### config.mk
export PLATFORM = sky130hd
export DESIGN_NAME = roc_serial_checksum
export DESIGN_NICKNAME = d
export VERILOG_FILES = /design/src/hw/roc_pkg.sv /design/src/hw/roc_serial_checksum.sv
export SDC_FILE = /design/constraint.sdc
export NUM_CORES = 1
export LEC_CHECK = 0
export ABC_CLOCK_PERIOD_IN_PS = 6200
export BUFFER_PORTS_ARGS = -buffer_cell sky130_fd_sc_hd__buf_2
export CAP_MARGIN = 20
export CORE_ASPECT_RATIO = 1.2
export CORE_MARGIN = 2
export CORE_UTILIZATION = 50
export DETAILED_ROUTE_END_ITERATION = 10
export PLACE_DENSITY = 0.71
export SYNTH_ARGS = -nofsm -noshare
export SYNTH_HDL_FRONTEND = slang
export SYNTH_SLANG_ARGS = --single-unit
### constraint.sdc
create_clock -name clk_sys_i -period 6.2 [get_ports clk_sys_i]
set_clock_uncertainty 0.1 [all_clocks]
set_input_delay 0.62 -clock clk_sys_i [delete_from_list [all_inputs] [get_ports clk_sys_i]]
set_output_delay 0.62 -clock clk_sys_i [all_outputs]
set_load 0.05 [all_outputs]
### src/hw/roc_pkg.sv
package roc_pkg;

  // Serial link widths.
  localparam int unsigned   DATA_W       = 24;
  localparam int unsigned   LEN_W        = 5;
  localparam int unsigned   ADDR_W       = 7;
  localparam int unsigned   CNT_W        = 8;
  localparam int unsigned   CMD_W        = 8;

  // Command byte layout.
  localparam int unsigned   CMD_WR_BIT   = 7;
  localparam int unsigned   CMD_ADDR_LSB = 0;

  // Register map.
  localparam logic [6:0]    ONES_CNT_ADDR = 7'h7e;
  localparam logic [4:0]    ONES_CNT_LEN  = 5'h08;
  localparam logic [7:0]    ONES_CNT_RST  = 8'h00;
  localparam logic [4:0]    DEFAULT_LEN   = 5'h08;
  localparam logic [4:0]    CMD_LEN       = 5'h08;

  // Pin reset levels: chip select idle high, clock idle high, data low.
  localparam logic [2:0]    PIN_RST       = 3'b110;
  localparam int unsigned   PIN_CS        = 2;
  localparam int unsigned   PIN_SCLK      = 1;
  localparam int unsigned   PIN_DIN       = 0;

  typedef struct packed {
    logic cs_b;
    logic sclk;
    logic din;
  } roc_pins_s;

  typedef struct packed {
    logic              valid;
    logic [6:0]        addr;
    logic [23:0]       data;
  } roc_wr_s;

  typedef enum logic [1:0] {
    ST_CMD   = 2'b00,
    ST_LOAD  = 2'b01,
    ST_READ  = 2'b10,
    ST_WRITE = 2'b11
  } roc_state_e;

endpackage

### src/hw/roc_serial_checksum.sv
`timescale 1ns/100ps
module roc_serial_checksum
  import roc_pkg::*;
(
  input  wire logic                    clk_sys_i,
  input  wire logic                    rst_b_i,
  input  wire roc_pkg::roc_pins_s      pins_i,
  output logic                         dout_o,
  output logic                         dout_oe_o,
  output logic [roc_pkg::ADDR_W-1:0]   reg_addr_o,
  input  wire logic [roc_pkg::DATA_W-1:0] reg_rdata_i,
  input  wire logic [roc_pkg::LEN_W-1:0]  reg_len_i,
  output roc_pkg::roc_wr_s             wr_o,
  output logic [roc_pkg::CNT_W-1:0]    ones_count_o
);
  import roc_pkg::*;

  // The serial pins arrive from the host with no relation to the system
  // clock. Each pin passes three flip-flops; the filtered level only moves
  // once stages two and three agree, so a single metastable sample or a
  // short glitch on a slow clock edge cannot create a false edge.
  // The filtered copies reset to the idle levels of the pins, so that no
  // edge is seen in the first cycles after reset.

  // Three-stage synchronisers; a level counts once stages two and three agree.
  logic [2:0]       s1_r, s2_r, s3_r, flt_r;
  logic [2:0]       s1_nxt, s2_nxt, s3_nxt, flt_nxt;
  logic             flt_prev_sclk_r, flt_prev_cs_r;
  logic             sclk_rise, sclk_fall, cs_fall, cs_b;

  always_comb begin
    s1_nxt  = pins_i;
    s2_nxt  = s1_r;
    s3_nxt  = s2_r;
    flt_nxt = (s2_r & s3_r) | (flt_r & (s2_r ^ s3_r));
  end

  always_ff @(posedge clk_sys_i or negedge rst_b_i) begin
    if (!rst_b_i) begin
      s1_r            <= PIN_RST;
      s2_r            <= PIN_RST;
      s3_r            <= PIN_RST;
      flt_r           <= PIN_RST;
      flt_prev_sclk_r <= 1'b1;
      flt_prev_cs_r   <= 1'b1;
    end else begin
      s1_r            <= s1_nxt;
      s2_r            <= s2_nxt;
      s3_r            <= s3_nxt;
      flt_r           <= flt_nxt;
      flt_prev_sclk_r <= flt_r[PIN_SCLK];
      flt_prev_cs_r   <= flt_r[PIN_CS];
    end
  end

  // Edges are found on the filtered levels in the first cycle that they hold a new value.
  // The host must keep each serial clock half period well above the
  // synchroniser latency, or edges are lost.

  assign cs_b      = flt_r[PIN_CS];
  assign sclk_rise = flt_r[PIN_SCLK] & ~flt_prev_sclk_r;
  assign sclk_fall = ~flt_r[PIN_SCLK] & flt_prev_sclk_r;
  assign cs_fall   = ~cs_b & flt_prev_cs_r;

  // Serial engine state.
  // The engine walks command, then either load and read, or write. The ones count is
  // only touched in the load and read states, so writes leave it alone and
  // an aborted read keeps the partial sum it had reached.
  roc_state_e           state_r, state_nxt;
  logic [CMD_W-1:0]     cmd_r, cmd_nxt;
  logic [LEN_W-1:0]     bits_r, bits_nxt;
  logic [LEN_W-1:0]     len_r, len_nxt;
  logic [ADDR_W-1:0]    addr_r, addr_nxt;
  logic [DATA_W-1:0]    shift_r, shift_nxt;
  logic [CNT_W-1:0]     count_r, count_nxt;
  logic                 dout_r, dout_nxt;
  roc_wr_s              wr_r, wr_nxt;
  logic [LEN_W-1:0]     len_eff;
  logic [DATA_W-1:0]    load_data;
  logic [LEN_W-1:0]     pad;
  logic [CMD_W-1:0]     cmd_full;

  // Length and data of the addressed register. The ones count register is
  // served from inside the block, so a read of it returns the value held
  // before the load cycle clears it, and is then counted like any other.
  // A length of zero from the register file is taken as the default.
  always_comb begin
    if (addr_r == ONES_CNT_ADDR) begin
      len_eff   = ONES_CNT_LEN;
      load_data = {{(DATA_W-CNT_W){1'b0}}, count_r};
    end else begin
      len_eff   = (reg_len_i == '0) ? DEFAULT_LEN : reg_len_i;
      load_data = reg_rdata_i;
    end
    pad = LEN_W'(DATA_W) - len_eff;
  end

  always_comb begin
    state_nxt    = state_r;
    cmd_nxt      = cmd_r;
    bits_nxt     = bits_r;
    len_nxt      = len_r;
    addr_nxt     = addr_r;
    shift_nxt    = shift_r;
    count_nxt    = count_r;
    dout_nxt     = dout_r;
    wr_nxt       = wr_r;
    wr_nxt.valid = 1'b0;
    cmd_full     = {cmd_r[CMD_W-2:0], flt_r[PIN_DIN]};
    if (cs_b || cs_fall) begin
      state_nxt = ST_CMD;
      bits_nxt  = '0;
      dout_nxt  = 1'b0;
    end else begin
      case (state_r)
        ST_CMD: begin
          if (sclk_fall) begin
            cmd_nxt  = cmd_full;
            bits_nxt = bits_r + 5'h01;
            if (bits_r + 5'h01 == CMD_LEN) begin
              bits_nxt  = '0;
              addr_nxt  = cmd_full[CMD_ADDR_LSB +: ADDR_W];
              state_nxt = cmd_full[CMD_WR_BIT] ? ST_WRITE : ST_LOAD;
            end
          end
        end
        ST_LOAD: begin
          // Data is aligned to the top of the shifter so the most
          // significant bit of the register leaves first, and the count
          // is cleared before that bit can reach the output pin.
          shift_nxt = load_data << pad;
          len_nxt   = len_eff;
          count_nxt = ONES_CNT_RST;
          state_nxt = ST_READ;
        end
        ST_READ: begin
          // Each rising serial clock edge presents one bit and adds it to
          // the count in the same cycle. Once all bits have left, the next
          // falling edge ends the transfer and the engine waits for a new
          // command byte.
          if (sclk_rise && bits_r != len_r) begin
            dout_nxt  = shift_r[DATA_W-1];
            shift_nxt = {shift_r[DATA_W-2:0], 1'b0};
            count_nxt = count_r + {7'h00, shift_r[DATA_W-1]};
            bits_nxt  = bits_r + 5'h01;
          end else if (sclk_fall && bits_r == len_r) begin
            bits_nxt  = '0;
            state_nxt = ST_CMD;
          end
        end
        ST_WRITE: begin
          // The ones count is left alone here.
          if (sclk_fall) begin
            wr_nxt.data = {wr_r.data[DATA_W-2:0], flt_r[PIN_DIN]};
            bits_nxt    = bits_r + 5'h01;
            if (bits_r + 5'h01 == len_eff) begin
              wr_nxt.valid = (addr_r != ONES_CNT_ADDR);
              wr_nxt.addr  = addr_r;
              bits_nxt     = '0;
              state_nxt    = ST_CMD;
            end
          end
        end
        default: begin
          state_nxt = ST_CMD;
        end
      endcase
    end
  end

  always_ff @(posedge clk_sys_i or negedge rst_b_i) begin
    if (!rst_b_i) begin
      state_r <= ST_CMD;
      cmd_r   <= '0;
      bits_r  <= '0;
      len_r   <= DEFAULT_LEN;
      addr_r  <= '0;
      shift_r <= '0;
      count_r <= ONES_CNT_RST;
      dout_r  <= 1'b0;
      wr_r    <= '0;
    end else begin
      state_r <= state_nxt;
      cmd_r   <= cmd_nxt;
      bits_r  <= bits_nxt;
      len_r   <= len_nxt;
      addr_r  <= addr_nxt;
      shift_r <= shift_nxt;
      count_r <= count_nxt;
      dout_r  <= dout_nxt;
      wr_r    <= wr_nxt;
    end
  end

  // The output enable is dropped in the cycle the filtered chip select goes high, so a
  // deselected device stops driving the shared data line after the synchroniser latency.

  assign dout_o       = dout_r;
  assign dout_oe_o    = (state_r == ST_READ) && !cs_b;
  assign reg_addr_o   = addr_r;
  assign wr_o         = wr_r;
  assign ones_count_o = count_r;

endmodule

Word-level counts from Yosys, hierarchy flattened
Index checks and enable logic that the tools add are counted. W data, S select, Z words.

Input bits: 34. Register bits: 105. Logic and storage cells: 100. Output and inout bits: 49.

Reductions and logical operators: 20. Bitwise logic cells: 11. Mux-type cells: 31. Shift operators: 1. Equality and inequality tests: 17. Add/subtract/negate cells: 3.

Operators by type and width (number): $mux W32 (3); $mux W24 (2); $pmux W24 S2 (1); $mux W5 (9); $shl A24 B5 Y24 (1); $ne A3 B3 Y1 const B (6); $mux W2 (8); $mux W8 (2); $pmux W8 S2 (1); $pmux W5 S3 (1); $reduce_and A4 Y1 (3); $eq A5 B5 Y1 (2); $reduce_and A3 Y1 (3); $add A8 B1 Y8 (1); $pmux W2 S4 (1); $eq A7 B7 Y1 const B (1); $ne A7 B7 Y1 const B (1); $and A3 B3 Y3 (2); $reduce_and A6 Y1 (1); $reduce_bool A2 Y1 (3); $add A5 B1 Y5 const B (1); $eq A5 B4 Y1 const B (1); $logic_not A5 Y1 (1); $ne A5 B5 Y1 (1); 16 further kinds (27).

Logic depth before layout (Yosys ltp)
Word-level depth: 8. Gate-level depth with buffers: 14.

Worst setup path before layout
No wires, ideal clock.

Path kind: register to register. Start point: register addr_r[0] (netlist: reg_addr_o[0]). End point: register shift_r[7]. Setup slack: 2.494 ns. Stages on the path, launching flop included: 15. Required time: 5.974 ns. Data arrival time: 3.481 ns. Clock period less this slack: 3.706 ns. Library setup time: 0.126 ns. Path through: dfrtp_1 -> and4b_1 -> clkbuf_1 -> nand2_1 -> clkbuf_1 -> nand2_1 -> ha_1 -> buf_1 -> buf_2 -> mux2i_1 -> nor3_1 -> a21oi_1 -> mux2i_1 -> a221oi_1 -> nor2_1.

Word-level cells in the longest chain between the ends: 5. Elaborated cells between the ends (all ways): 6. Those cells by class: add/sub: 1; eq/ne: 1; shift: 1; mux: 3.

RTL lines: from (decl) (RTL line roc_serial_checksum.sv:73) `logic [ADDR_W-1:0] addr_r, addr_nxt;`; from (signal assigned) (RTL line roc_serial_checksum.sv:187) `addr_r <= addr_nxt;`; $eq A7 B7 Y1 * (RTL line roc_serial_checksum.sv:88) `if (addr_r == ONES_CNT_ADDR) begin`; $mux W5 (RTL line roc_serial_checksum.sv:88); $sub A5 B5 Y5 (RTL line roc_serial_checksum.sv:95) `pad = LEN_W'(DATA_W) - len_eff;`; $shl A24 B5 Y24 * (RTL line roc_serial_checksum.sv:131) `shift_nxt = load_data << pad;`; $pmux W24 S2 * (RTL line roc_serial_checksum.sv:115) `case (state_r)`; to (signal assigned) (RTL line roc_serial_checksum.sv:188) `shift_r <= shift_nxt;`; to (decl) (RTL line roc_serial_checksum.sv:74) `logic [DATA_W-1:0] shift_r, shift_nxt;`.

Mark *: on every way between the ends. The rest lies on a longest branch, timed or not. A chain may end at the register's enable or synchronous reset.

Worst setup path after layout
Start point: register addr_r[4] (netlist: reg_addr_o[4]). End point: register shift_r[11].

Same word-level chain as after synthesis.

==> impl_metrics.ini <==
[synth]
syn-cell-area_um2 = 6190
synthCells = 672
ys_ff_latch = 105
syn_area_per_cell_um2 = 9.21
synth_seq_area_share_pct = 42.7
syn-num-nets = 713
yosysWarnings = 0
synth_edf_count = 0
async_reset_ff_share_pct = 100
ys_types = 66
synth-main-ff-cell = dfrtp_1

[route]
drtAntennaViolNets = 0
vias = 5281
drt-total-wl_mm = 16.2
drc = 0
wl_per_cell_um = 18.1
drtIter0Drc = 364
via_per_inst = 5.90
firstDrtPassIters = 5

[timing]
hold_viol_final = 0
fin_ws_ns = 2.24
min_period_ns = 3.96
maxSlewHeadroom_pct = 25.1
slew_viol_final = 0
final-setup-viol-count = 0
clock.fmax_mhz = 253
setup-tns-final_ns = 0
final_min_period_over_clock_period_pct = 63.9
grt_setup_unrepaired = no
worst_slew_pin_slew_ns = 1.12

[clock_tree]
cts_buffers = 9
cts_resized = 0
cts-root-buf = clkbuf_16
path_clk_slew_ns = 0.07
clock_path_buffers = 2
clock_latency_ns = 0.36
post_cts_buffers = 0
clock-sinks = 105
cts_tree = yes
htree_levels = 3
ctsHoldBuffers = 0

[worst_setup_path]
ff2ff_setup_slack_ns = 2.24
path_delay_family = simple AND/OR/NAND/NOR gates
r2r_start = reg_addr_o[4]
cp.arrival_ns = 4.09
r2r_cells = 10
start_kind = flop
reg2reg_to = shift_r[11]
critPathMaxFanout = 40
cp_data_required_time_ns = 6.33
cp_cell_sequence = and4b_1 -> nand2_1 -> nand2_1 -> ha_1 -> buf_4 -> mux4_2 -> a21oi_1 -> nor3_1 -> o31ai_1 -> nand3_1
cp_slowest_stage_delay_ns = 0.53
end_kind = flop
cpMostUsedCell = nand2_1
path_class = reg -> reg
crit_buf_inv = 1
crit_slowest_cell = nand2_1

[placement]
gp_congestion = 1.04
dp_hpwl_mm = 11.8
post-place-ws_ns = 2.19
io_buffers = 82

[floorplan]
io_pins = 83
die-area_um2 = 13300
die_h_um = 126
chipWidth_um = 106
core_um2 = 12100
rows = 44
start_util_pct = 51.1

[global_routing]
antenna_found_initial = 0
grt_pass1_wl_mm = 26.7
grt_usage_pct = 25.4
grt_max_degree = 72
grt_pass1_vias = 5115
overflow = 0

[finish]
drive_gt1_share_pct = 21.9
final_nets = 770
num_antenna_cells = 0
fillers = 1113
multi_input_area_um2 = 3330
syn_to_final_growth_pct = 12.8
regArea_um2 = 2640

[run_status]
status = finished, final reports clean

[flow_run]
cap_violations = 0

[worst_hold_path]
hold_path.class = in -> async

[power_and_ir_drop]
leakagePower_nw = 3.42
power_mw = 1.61
ir_drop_v = 0.000291
p_per_area_nw_per_um2 = 230
## layout make-up
type	instances	share of cell area, %
clock buffers	9	3.23
clock inverters	7	1.29
well taps	161	2.88
multi-input cells	516	47.7
inverters	8	0.430
repair buffers	89	6.67
flip-flops and latches	105	37.8
## layout by cell type (no fill, tap or decap), types with 8 or more instances in the layout
cell type / n
o21ai_0: 34
mux2_2: 16
xor2_1: 12
nor2_1: 43
nand2_1: 153
nand3_1: 26
buf_4: 8
dfstp_2: 11
nor3_1: 19
mux4_2: 13
clkbuf_16: 9
buf_2: 81
and3_1: 10
a21oi_1: 26
dfrtp_1: 94
mux2i_1: 38
## power breakdown
group	internal, mW	switching [mW]	total, mW
clock network	0.321	0.273	0.594
registers	0.728	0.0336	0.762
logic	0.101	0.150	0.251
## registers in the layout (all words and copies together) (netlist names)
signal,flops
dout_o,1
flt_prev_cs_r,1
reg_addr_o,7
s3_r,3
s1_r,3
flt_r,3
cmd_r,7
state_r,2
len_r,5
s2_r,3
wr_o,32
bits_r,5
ones_count_o,8
shift_r,24
flt_prev_sclk_r,1
## Yosys cell counts, types with 9 or more instances
cell type | n | share of area [%]
xor2_1 | 12 | 1.7
nand3_1 | 26 | 2.1
mux2_2 | 16 | 2.9
buf_2 | 9 | 0.73
nor2_1 | 43 | 2.6
and3_1 | 10 | 1.0
mux4_2 | 13 | 4.7
dfrtp_1 | 94 | 38
mux2i_1 | 38 | 6.1
nand2_1 | 153 | 9.3
nor3_1 | 19 | 1.5
clkbuf_1 | 29 | 1.8
o21ai_0 | 34 | 2.7
a21oi_1 | 26 | 2.1
dfstp_2 | 11 | 4.7
## routing by layer
metal	GRT usage, %	part of all wire [%]	up-vias
li1	-	-	2508
met1	31.8	40	2577
met2	42.6	51	166
met3	5.75	5.7	30
met4	10.5	2.8	0
met5	0	0	-
## through the flow
step	hold WS (ns)	instances	cell area [µm²]	util, %
5_1_grt	0.122	895	6980	57.7
2_1_floorplan	0.224	672	6190	-
3_3_place_gp	0.246	879	6670	55.1
3_5_place_dp	0.247	879	6670	55.1
6_report	0.0964	895	6980	57.7
4_1_cts	0.0996	895	6980	57.7
## how the worst max path moves through the flow
stage / start / slack [ns] / to / depth (start not counted)
finish: reg_addr_o[4] / 2.24 / shift_r[11] / 10
global route: reg_addr_o[4] / 2.01 / shift_r[11] / 10
CTS: reg_addr_o[4] / 2.33 / shift_r[11] / 10
detailed placement: reg_len_i[0] / 2.19 / shift_r[11] / 9
global placement: reg_len_i[0] / 2.29 / shift_r[11] / 9
floorplan: reg_addr_o[0] / 2.49 / shift_r[7] / 14
## cell families after synthesis
logic type / share of synthesized area (%)
fa+ha+maj: 1.42
xor+xnor: 2.69
buf+inv: 3.52
compound gates: 13.2
flops: 42.7
mux: 15.5
simple gates: 21.0
(Power assumes the default switching activity.)
